`src/core/dimm_map_consts.vh`:
```
/*
 * Constants for the DIMM address map and throttle block: configuration
 * codes, translation table columns and throttle control field positions.
 * Assumes it is included by its bare name from the design files.
 */
// Behaviour
// - Column phase: host bit 3 on A0, bits 5 upward on A1 onward, precharge on A10.
// - At most four chip-select rows; each DIMM side is one row.
// - Accept 64-bit DIMMs of x8 or x16 devices, 128, 256 or 512 Mb.
// - Only standard arrangements; double-sided x16 DIMMs are flagged unsupported.
// - No own size or type detection; configuration comes from outside.
// - No error-correction support even when the DIMM reports check bits.
// - Above the thermal threshold, reads and writes to DRAM are cut back.
// - Read and write throttles are independent, each with a 64-bit control word.
// - Throttling starts on the force bit or on counter threshold crossing.
`ifndef DIMM_MAP_CONSTS_VH
`define DIMM_MAP_CONSTS_VH

`define ROWS 4
`define ROW_SEL_W 2
`define HOST_ADDR_W 32
`define MEM_ADDR_W 13
`define AP_LINE 10

// Configuration codes, one per supported technology and width.
`define CFG_W 3
`define CFG_128_X16 3'h0
`define CFG_128_X8 3'h1
`define CFG_256_X16 3'h2
`define CFG_256_X8 3'h3
`define CFG_512_X16 3'h4
`define CFG_512_X8 3'h5

// Presence address upper nibble.
`define PRESENCE_HI 4'ha

// Throttle control word layout (64 bits).
`define THR_W 64
`define THR_FORCE_BIT 0
`define THR_ENABLE_BIT 1
`define THR_LIMIT_LO 8
`define THR_LIMIT_HI 23
`define THR_WINDOW_LO 32
`define THR_WINDOW_HI 47
`define THR_DUTY_LO 48
`define THR_DUTY_HI 55
`define CNT_W 16
`define DUTY_W 8

`endif

```
`src/core/throttle_unit.v`:
```
/*
 * One throttle channel: counts accesses per window, and when forced or
 * over the limit it blocks issue for part of each duty period.
 * Assumes the control word is held stable by its owner.
 */
`timescale 1ns/100ps
`include "dimm_map_consts.vh"

module throttle_unit (
    input wire clock_i,
    input wire reset_n_i,
    input wire [`THR_W-1:0] control_i,
    input wire access_i,
    output wire block_o,
    output wire active_o
);
    reg [`CNT_W-1:0] window_reg;
    reg [`CNT_W-1:0] count_reg;
    reg over_reg;
    reg [`DUTY_W-1:0] phase_reg;
    wire [`CNT_W-1:0] limit = control_i[`THR_LIMIT_HI:`THR_LIMIT_LO];
    wire [`CNT_W-1:0] window = control_i[`THR_WINDOW_HI:`THR_WINDOW_LO];
    wire [`DUTY_W-1:0] duty = control_i[`THR_DUTY_HI:`THR_DUTY_LO];
    wire enable = control_i[`THR_ENABLE_BIT];
    wire force_throttle_bit = control_i[`THR_FORCE_BIT];
    wire window_end = (window_reg == window);

    always @(posedge clock_i) begin
        if (!reset_n_i) begin
            window_reg <= {`CNT_W{1'b0}};
            count_reg <= {`CNT_W{1'b0}};
            over_reg <= 1'b0;
            phase_reg <= {`DUTY_W{1'b0}};
        end else begin
            phase_reg <= phase_reg + 8'h01;
            if (window_end) begin
                window_reg <= {`CNT_W{1'b0}};
                count_reg <= {`CNT_W{1'b0}};
                over_reg <= enable && (count_reg > limit);
            end else begin
                window_reg <= window_reg + 16'h0001;
                if (access_i && count_reg != {`CNT_W{1'b1}})
                    count_reg <= count_reg + 16'h0001;
            end
        end
    end

    assign active_o = force_throttle_bit | over_reg;
    assign block_o = active_o && (phase_reg < duty);
endmodule

```
`src/core/dimm_map.v`:
```
/*
 * DIMM address map and throttle: translates host addresses to row,
 * column and bank lines for dual-channel internal-graphics dynamic mode,
 * checks the row configuration and gates issue through two throttles.
 * Assumes configuration inputs are set by firmware from presence data
 * before memory requests start, and are quasi-static.
 */
`timescale 1ns/100ps
`include "dimm_map_consts.vh"

module dimm_map (
    input wire clock_i,
    input wire reset_n_i,
    input wire [`ROWS*`CFG_W-1:0] row_cfg_i,
    input wire [`ROWS-1:0] row_populated_i,
    input wire [`ROWS-1:0] row_double_i,
    input wire [`ROWS-1:0] row_ecc_i,
    input wire config_done_i,
    input wire [2:0] presence_addr_straps_i,
    input wire [`THR_W-1:0] read_throttle_i,
    input wire [`THR_W-1:0] write_throttle_i,
    input wire req_valid_i,
    input wire req_write_i,
    input wire req_precharge_i,
    input wire [`HOST_ADDR_W-1:0] req_addr_i,
    input wire [`ROW_SEL_W-1:0] req_row_i,
    output reg req_ready_o,
    output reg map_valid_o,
    output reg map_write_o,
    output reg [`ROWS-1:0] chip_select_o,
    output reg [`MEM_ADDR_W-1:0] row_addr_o,
    output reg [`MEM_ADDR_W-1:0] col_addr_o,
    output reg bank_line_hi_o,
    output reg bank_line_lo_o,
    output reg [`ROWS-1:0] row_unsupported_o,
    output reg [6:0] presence_addr_o,
    output reg read_throttle_o,
    output reg write_throttle_o
);
    reg [`ROWS-1:0] row_bad_next;
    reg [`CFG_W-1:0] cfg;
    reg [`MEM_ADDR_W-1:0] row_next;
    reg [`MEM_ADDR_W-1:0] col_next;
    reg hi_next;
    reg lo_next;
    wire rd_block;
    wire wr_block;
    wire rd_active;
    wire wr_active;
    wire [`HOST_ADDR_W-1:0] a = req_addr_i;
    integer i;

    // Per-row check of the externally supplied configuration.
    always @* begin
        row_bad_next = {`ROWS{1'b0}};
        for (i = 0; i < `ROWS; i = i + 1) begin
            if (row_populated_i[i]) begin
                if (row_cfg_i[i*`CFG_W +: `CFG_W] > `CFG_512_X8)
                    row_bad_next[i] = 1'b1;
                if (row_double_i[i] && !row_cfg_i[i*`CFG_W])
                    row_bad_next[i] = 1'b1;
            end
        end
    end

    // Translation per configuration; unused lines drive zero.
    always @* begin
        cfg = row_cfg_i[req_row_i*`CFG_W +: `CFG_W];
        row_next = {`MEM_ADDR_W{1'b0}};
        hi_next = 1'b0;
        lo_next = 1'b0;
        row_next[0] = a[17];
        row_next[4] = a[21];
        row_next[5] = a[22];
        row_next[6] = a[23];
        row_next[11] = a[16];
        case (cfg)
            `CFG_128_X16: begin
                hi_next = a[18];
                lo_next = a[13];
                row_next[1] = a[15];
                row_next[2] = a[24];
                row_next[3] = a[25];
                row_next[7] = a[27];
                row_next[8] = a[28];
                row_next[9] = a[26];
                row_next[10] = a[14];
            end
            `CFG_128_X8: begin
                hi_next = a[14];
                lo_next = a[18];
                row_next[1] = a[15];
                row_next[2] = a[28];
                row_next[3] = a[29];
                row_next[7] = a[24];
                row_next[8] = a[25];
                row_next[9] = a[26];
                row_next[10] = a[27];
            end
            `CFG_256_X16: begin
                hi_next = a[18];
                lo_next = a[13];
                row_next[1] = a[15];
                row_next[2] = a[28];
                row_next[3] = a[29];
                row_next[7] = a[24];
                row_next[8] = a[25];
                row_next[9] = a[26];
                row_next[10] = a[14];
                row_next[12] = a[27];
            end
            `CFG_256_X8, `CFG_512_X16: begin
                hi_next = a[14];
                lo_next = a[18];
                row_next[1] = a[15];
                row_next[2] = a[29];
                row_next[3] = a[30];
                row_next[7] = a[24];
                row_next[8] = a[25];
                row_next[9] = a[26];
                row_next[10] = a[27];
                row_next[12] = a[28];
            end
            `CFG_512_X8: begin
                hi_next = a[18];
                lo_next = a[15];
                row_next[1] = a[16];
                row_next[2] = a[24];
                row_next[3] = a[25];
                row_next[7] = a[30];
                row_next[8] = a[31];
                row_next[9] = a[26];
                row_next[10] = a[27];
                row_next[11] = a[29];
                row_next[12] = a[28];
            end
            default: begin
                row_next = {`MEM_ADDR_W{1'b0}};
            end
        endcase
        // Column phase: bit 3 on A0, bits 5..12 on A1..A8, bit 13 on A9 except 128/256 x16, bit 14 on A11 for 512 x8, precharge on A10.
        col_next = {`MEM_ADDR_W{1'b0}};
        col_next[0] = a[3];
        col_next[1] = a[5];
        col_next[2] = a[6];
        col_next[3] = a[7];
        col_next[4] = a[8];
        col_next[5] = a[9];
        col_next[6] = a[10];
        col_next[7] = a[11];
        col_next[8] = a[12];
        if (cfg == `CFG_128_X8 || cfg == `CFG_256_X8 || cfg == `CFG_512_X16 ||
            cfg == `CFG_512_X8)
            col_next[9] = a[13];
        if (cfg == `CFG_512_X8)
            col_next[11] = a[14];
        col_next[`AP_LINE] = req_precharge_i;
    end

    throttle_unit read_thr (
        .clock_i(clock_i),
        .reset_n_i(reset_n_i),
        .control_i(read_throttle_i),
        .access_i(map_valid_o && !map_write_o),
        .block_o(rd_block),
        .active_o(rd_active)
    );

    throttle_unit write_thr (
        .clock_i(clock_i),
        .reset_n_i(reset_n_i),
        .control_i(write_throttle_i),
        .access_i(map_valid_o && map_write_o),
        .block_o(wr_block),
        .active_o(wr_active)
    );

    wire row_ok = row_populated_i[req_row_i] && !row_bad_next[req_row_i];
    // Reads and writes are held back separately while their throttle blocks.
    wire issue_ok = config_done_i && row_ok && (req_write_i ? !wr_block : !rd_block);

    always @(posedge clock_i) begin
        if (!reset_n_i) begin
            req_ready_o <= 1'b0;
            map_valid_o <= 1'b0;
            map_write_o <= 1'b0;
            chip_select_o <= {`ROWS{1'b0}};
            row_addr_o <= {`MEM_ADDR_W{1'b0}};
            col_addr_o <= {`MEM_ADDR_W{1'b0}};
            bank_line_hi_o <= 1'b0;
            bank_line_lo_o <= 1'b0;
            row_unsupported_o <= {`ROWS{1'b0}};
            presence_addr_o <= 7'h00;
            read_throttle_o <= 1'b0;
            write_throttle_o <= 1'b0;
        end else begin
            req_ready_o <= issue_ok;
            map_valid_o <= req_valid_i && issue_ok;
            map_write_o <= req_write_i;
            // Error-correction capability of a DIMM is ignored on purpose.
            chip_select_o <= (req_valid_i && issue_ok) ?
                (4'h1 << req_row_i) : {`ROWS{1'b0}};
            row_addr_o <= row_next;
            col_addr_o <= col_next;
            bank_line_hi_o <= hi_next;
            bank_line_lo_o <= lo_next;
            row_unsupported_o <= row_bad_next;
            presence_addr_o <= {`PRESENCE_HI, presence_addr_straps_i};
            read_throttle_o <= rd_active;
            write_throttle_o <= wr_active;
        end
    end
endmodule

```
`config.mk`:
```
export PLATFORM = sky130hd
export DESIGN_NAME = dimm_map
export DESIGN_NICKNAME = d
export VERILOG_FILES = /design/src/core/throttle_unit.v /design/src/core/dimm_map.v
export VERILOG_INCLUDE_DIRS = /design/src /design/src/core
export SDC_FILE = /design/constraint.sdc
export NUM_CORES = 1
export LEC_CHECK = 0
export ABC_AREA = 1
export BUFFER_PORTS_ARGS = -buffer_cell sky130_fd_sc_hd__buf_2
export CORE_ASPECT_RATIO = 0.6
export CORE_MARGIN = 5
export CORE_UTILIZATION = 47
export DETAILED_ROUTE_END_ITERATION = 8
export GPL_TIMING_DRIVEN = 1
export PLACE_DENSITY = 0.81
export SLEW_MARGIN = 20
export SYNTH_ARGS = -nofsm -noshare
export SYNTH_HDL_FRONTEND = slang
export SYNTH_SLANG_ARGS = --single-unit
```
`constraint.sdc`:
```
create_clock -name clock_i -period 1.8 [get_ports clock_i]
set_input_delay 0.27 -clock clock_i [delete_from_list [all_inputs] [get_ports clock_i]]
set_output_delay 0.27 -clock clock_i [all_outputs]
set_load 0.05 [all_outputs]
```
==> flow_summary.ini, run 1 <==
[power_and_ir_drop]
clkPwrFrac = 0.454
switching_share = 0.2863
p_comb_frac = 0.133
vdd.ir_drop.worst_uv = 436.8
internal_power_mw = 5.025
p_leak_nw = 4.312
p_sw_mw = 2.016
powerDensity_nw_per_um2 = 778.7
seqPwrFrac = 0.412

[synth]
yosys_most_used_dff = dfxtp_1
syn_area_um2 = 7191
yosysSeqAreaShare = 0.3508
yosys.cell_types.count = 45
syn_inst = 979
ys_ff_latch = 126
synth-edff-count = 0
syn_area_per_cell_um2 = 7.345
ys_async_sr_fraction = 0
yosysWarningCount = 0

[global_route]
grt_pass1_wl_mm = 30.70
antenna_found_initial = 0
globalRouteOverflowTotal = 0
grt_max_degree = 32
track_usage = 0.2058
grt_pass1_vias = 6470

[floorplan]
num_io_pins = 243
die-width_um = 169.7
core_area_um2 = 15200
die_area_um2 = 17950
rows = 35
start_util = 0.4732
die_h_um = 105.8

[sta]
worst_clock_skew_ns = 0.01021
setup_slack_ns = 0.1211
hold_viol = 0
slew_violations = 0
worstMarginPinSlew_ns = 0.5324
holdWs_ns = 0.04662
layout_min_cycle_time_ns = 1.679
fin_crit_sh = 0.9327
max_freq_mhz = 595.6
timing.setup.tns_ns = 0
grt_setup_unrepaired = no
relSlewSlack = 0.6447
setup_violations = 0

[placed_design]
place_ws_ns = 0.09071
port_buffers = 185
hpwl_mm = 14.36
gp_congestion = 0.8607

[flow_run]
cap_violations = 0

[clocking]
cts_tree = yes
worstSkewPairLatency_ns = 0.40
cts.sinks = 126
clockBufferDepth = 2
cts-root-buf = clkbuf_16
clk_pin_slew_ns = 0.06
cts_buffers = 17
hold_buffers = 0
htree_levels = 4

[worst_setup_path]
rr_worst_depth = 9
arrival_ns = 1.97
path_cells = ha_1 -> nand3_2 -> nor2_2 -> nand3_1 -> nand3_4 -> inv_2 -> nand2_1 -> nand2_1 -> nor3b_2
cp_num_buf_inv = 1
reg2reg_slack_ns = 0.12
cp.required_ns = 2.09
path_common_cell = nand2_1
path_delay_family = simple AND/OR/NAND/NOR gates
critPathCaptureType = register
max_stage_delay_ns = 0.33
critical_path_class = reg -> reg
r2r-end = read_thr.count_reg[5]$_SDFFE_PP0P_
r2r-start = read_thr.count_reg[0]$_SDFFE_PP0P_
cpMaxStageDelayCell = dfxtp_1
start_kind = register
crit_fanout = 11

[route]
drtIter0Drc = 405
via_count = 6714
wl_per_cell_um = 12.93
drc = 0
first_pass_iters = 4
post_drt_via_cell_ratio = 4.785
drt.antenna.violating_nets = 0
wl_mm = 18.15

[finish]
fillers = 1369
fin_nets = 1434
drive_above_1_share = 0.2642
syn_to_final_growth_pct = 25.75
antennaDiodeCount = 0

[min_path]
worstHoldEndpoint = col_addr_o[10]$_SDFF_PN0_
holdPathStages = 3
min-delay-start = req_precharge_i
min_path_type = in -> reg

[run_status]
outcome = completed
what timing repair did:
| item | CTS | global route |
|---|---|---|
| setup endpoints to repair | 0 | 15 |
| resized for setup | 0 | 7 |
| setup buffers | 0 | 0 |
power groups by stage:
| stage | clock [mW] | sequential, mW | combinational (mW) |
|---|---|---|---|
| 3_5_place_dp | 0 | 2.96 | 0.939 |
| 4_1_cts | 3.28 | 2.90 | 0.943 |
| 6_report | 3.20 | 2.90 | 0.938 |
| 2_1_floorplan | 0 | 3.16 | 0.410 |
| 3_3_place_gp | 0 | 2.96 | 0.919 |
| 5_1_grt | 3.41 | 2.91 | 1.04 |
cells in the final DEF, fill, tap and decap left out, drive strengths merged, types with 3 or more instances in the layout:
cell,instances
xnor2,40
clkinvlp,3
conb,3
nor4,5
nor3b,11
o21ai,22
buf,207
inv,157
clkinv,8
nor3,28
a31oi,4
nand3,50
nand2,220
ha,52
o21a,3
nor2,118
nand4,25
clkbuf,18
xor2,18
or2,3
a21oi,66
nand3b,3
o211ai,4
dfxtp,126
layout make-up:
cell class	count	area (um2)	share of cell area
repair buffers	207	1129	0.1248
inverters	154	583.1	0.06448
well taps	203	254.0	0.02809
clock inverters	14	110.1	0.01218
clock buffers	18	439.2	0.04857
multi-input cells	681	4005	0.4429
flip-flops and latches	126	2522	0.2790
worst max-delay path by stage:
stage	startpoint	to	slack [ns]	cells after the start
2_1_floorplan	read_thr.window_reg[0]$_SDFF_PP0_	read_thr.window_reg[14]$_SDFF_PP0_	0.30	10
3_3_place_gp	write_thr.count_reg[0]$_SDFFE_PP0P_	write_thr.count_reg[10]$_SDFFE_PP0P_	0.12	9
3_5_place_dp	write_throttle_i[55]	chip_select_o[3]$_SDFF_PN0_	0.09	10
4_1_cts	write_thr.count_reg[0]$_SDFFE_PP0P_	write_thr.count_reg[10]$_SDFFE_PP0P_	0.09	9
5_1_grt	read_thr.window_reg[1]$_SDFF_PP0_	read_thr.window_reg[14]$_SDFF_PP0_	0.01	10
6_report	read_thr.count_reg[0]$_SDFFE_PP0P_	read_thr.count_reg[5]$_SDFFE_PP0P_	0.12	9
routing by layer:
layer  wire (um)  vias to the layer above  track usage
met1        9146                     3002       0.3093
li1            -                     3533            -
met4         111                        0      0.04021
met5           0                        -            0
met2        7796                      170       0.3025
met3        1092                        9      0.04310
Yosys cell counts, types with 3 or more instances:
cell type,instances,area [um2]
a21oi_2,4,35.03
nor4_1,4,25.02
nor3_2,9,90.09
xor2_1,18,157.7
nor2_1,100,375.4
nand2_4,3,33.78
nor2_4,5,56.30
a21oi_1,62,310.3
o21ai_0,17,85.08
o21ai_1,3,15.01
ha_1,52,650.6
nor3b_1,4,30.03
nor3_1,19,95.09
dfxtp_1,126,2522
a31oi_1,4,25.02
buf_4,7,52.55
nor3b_2,7,87.58
inv_1,139,521.8
nand3_1,45,225.2
o211ai_1,4,30.03
inv_2,12,45.04
buf_2,7,35.03
nand2_2,12,75.07
nand3b_1,3,22.52
o21a_1,3,22.52
clkbuf_1,4,15.01
xnor2_1,40,350.3
nand4_1,24,150.1
nor2_2,13,81.33
nand2_1,205,769.5
nand3_2,5,50.05
cell families (layout without fill, tap and decap cells):
group	after synthesis	in the layout	share of synthesized area
simple gates	464	464	0.3083
buf+inv	174	393	0.09848
flops	126	126	0.3508
compound gates	104	104	0.08074
xor+xnor	58	58	0.07065
fa+ha+maj	52	52	0.09048
other cells	1	3	0.0005215
metrics by stage:
stage	power, mW	instances	instance area [um2]	utilization
floorplan	3.566	981	7198	-
global placement	3.879	1371	8456	0.5564
detailed placement	3.902	1371	8456	0.5564
CTS	7.125	1403	9005	0.5926
global route	7.363	1403	9042	0.5951
finish	7.041	1403	9042	0.5951
worst min-delay path: stages:
cell,delay (ns)
buf_2,0.07
nand2_1,0.04
inv_1,0.04
(Power assumes the default switching activity.)
==> run 2: changes to the inputs <==
- ABC_CLOCK_PERIOD_IN_PS: default -> 1800
- PLACE_DENSITY: 0.81 -> default
- PLACE_DENSITY_LB_ADDON: default -> 0.08
==> run 2 against run 1 <==
Register-to-register slack better by 0.03 ns. Clock-buffer cell count unchanged. Routed wire length down 0.64%. Flip-flop and latch count unchanged. Global-route usage down 0.12 points. Die area unchanged. Utilization up 0.34 points.
==> flow_summary.ini, run 2 (synthesis results as in run 1) <==
[sta]
timing.setup.tns_ns = 0
layout_min_cycle_time_ns = 1.650
slew_violations = 0
hold_viol = 0
worst_clock_skew_ns = 0.01828
grt_setup_unrepaired = no
max_freq_mhz = 606.1
setup_violations = 0
fin_crit_sh = 0.9165

[route]
post_drt_via_cell_ratio = 4.702
first_pass_iters = 5
wl_per_cell_um = 12.80
via_count = 6625
drt.antenna.violating_nets = 0
drc = 0
wl_mm = 18.03
drtIter0Drc = 398

[clocking]
post-cts-setup-buffers = 0
htree_levels = 4
cts_tree = yes
worstSkewPairLatency_ns = 0.42
cts_buffers = 17
clockBufferDepth = 2
cts.sinks = 126
clk_pin_slew_ns = 0.07
cts-root-buf = clkbuf_16
hold_buffers = 0

[global_route]
grtUsageMet1 = 0.3234
use_met2 = 0.2776
grt-busiest-layer = met1
globalRouteOverflowTotal = 0
grt_use_met3 = 0.04385
grt_pass1_wl_mm = 30.27
grt_pass1_vias = 6163
track_usage = 0.2046
grt_max_degree = 20
antenna_found_initial = 1

[finish]
drive_above_1_share = 0.2670
syn_to_final_growth_pct = 26.47
fin_util = 0.5984
antennaDiodeCount = 0
final_common_cell = nand2_1
fin_nets = 1440
design_area_um2 = 9094
final_cell_mix = nand2_1 (205), buf_2 (185), inv_1 (139)

[min_path]
min_path_type = in -> reg
worstHoldEndpoint = col_addr_o[1]$_SDFF_PN0_
min-delay-start = req_addr_i[5]
holdPathStages = 3

[power_and_ir_drop]
p_leak_nw = 4.326
powerDensity_nw_per_um2 = 806.3
vdd.ir_drop.worst_uv = 551.6
power_mw = 7.332

[worst_setup_path]
path_delay_family = simple AND/OR/NAND/NOR gates
cpMaxStageDelayCell = dfxtp_1
cp.required_ns = 2.10
path_cells = ha_1 -> nand3_2 -> nor2_2 -> nand3_1 -> nand3_4 -> buf_4 -> nor2_2 -> nand3_1 -> nand2_1 -> a21oi_1
arrival_ns = 1.94
reg2reg_slack_ns = 0.15
critPathCaptureType = register
r2r-start = read_thr.count_reg[0]$_SDFFE_PP0P_
start_kind = register
max_stage_delay_ns = 0.31
rr_worst_depth = 10
r2r-end = read_thr.count_reg[14]$_SDFFE_PP0P_
crit_fanout = 7
cp_num_buf_inv = 1
critical_path_class = reg -> reg

[floorplan]
die_h_um = 105.8
num_io_pins = 243
core_area_um2 = 15200
die-width_um = 169.7
start_util = 0.4732
die_area_um2 = 17950
rows = 35

[run_status]
outcome = completed

[placed_design]
gp_congestion = 0.8436
port_buffers = 185
dpl_cell_area_um2 = 8488
hpwl_mm = 14.53

[flow_run]
cap_violations = 0
[run 2: worst register-to-register path, stage by stage (launching register included)]
cell     delay (ns)
dfxtp_1        0.31
ha_1           0.25
nand3_2        0.11
nor2_2         0.06
nand3_1        0.11
nand3_4        0.13
buf_4          0.19
nor2_2         0.16
nand3_1        0.10
nand2_1        0.07
a21oi_1        0.05
[run 2: report_power, final]
group / leakage (nW) / internal (mW) / switching, mW
clock network: 0.280 / 2.10 / 1.40
logic: 3.02 / 0.337 / 0.604
registers: 1.03 / 2.87 / 0.0333
[run 2: cell type report]
cell class / count / area (um2)
clock inverter: 14 / 156.4
fill: 1455 / 6102
sequential: 126 / 2522
inverter: 154 / 583.1
multi-input combinational: 681 / 3978
timing repair buffer: 213 / 1161
tap: 203 / 254.0
clock buffer: 18 / 439.2
[run 2: worst max-delay path by stage]
stage / slack, ns / from / endpoint / cells after the start
2_1_floorplan: 0.30 / read_thr.window_reg[0]$_SDFF_PP0_ / read_thr.window_reg[14]$_SDFF_PP0_ / 10
3_3_place_gp: 0.14 / read_thr.count_reg[0]$_SDFFE_PP0P_ / read_thr.count_reg[14]$_SDFFE_PP0P_ / 10
3_5_place_dp: 0.12 / read_thr.count_reg[0]$_SDFFE_PP0P_ / read_thr.count_reg[14]$_SDFFE_PP0P_ / 10
4_1_cts: 0.10 / read_thr.count_reg[0]$_SDFFE_PP0P_ / read_thr.count_reg[14]$_SDFFE_PP0P_ / 10
5_1_grt: 0.009 / read_thr.count_reg[0]$_SDFFE_PP0P_ / read_thr.count_reg[14]$_SDFFE_PP0P_ / 10
6_report: 0.15 / read_thr.count_reg[0]$_SDFFE_PP0P_ / read_thr.count_reg[14]$_SDFFE_PP0P_ / 10
[run 2: routing by layer]
metal,wire (um),part of all wire,vias up
li1,-,-,3549
met1,9679,0.54,2886
met2,6981,0.39,171
met3,1214,0.067,17
met4,142,0.0079,2
met5,11,0.00061,-
[run 2: timing repair]
item,4_1_cts,5_1_grt
setup endpoints to repair,0,4
resized for setup,0,2
hold endpoints to repair,0,0
[run 2: through the flow]
stage | setup slack [ns] | hold WS, ns | std cells
detailed placement | 0.1207 | 0.4521 | 1377
CTS | 0.1020 | 0.01672 | 1409
finish | 0.1502 | 0.02975 | 1409
floorplan | 0.2955 | 0.2977 | 981
global route | 0.009497 | 0.02504 | 1409
global placement | 0.1446 | 0.4435 | 1377
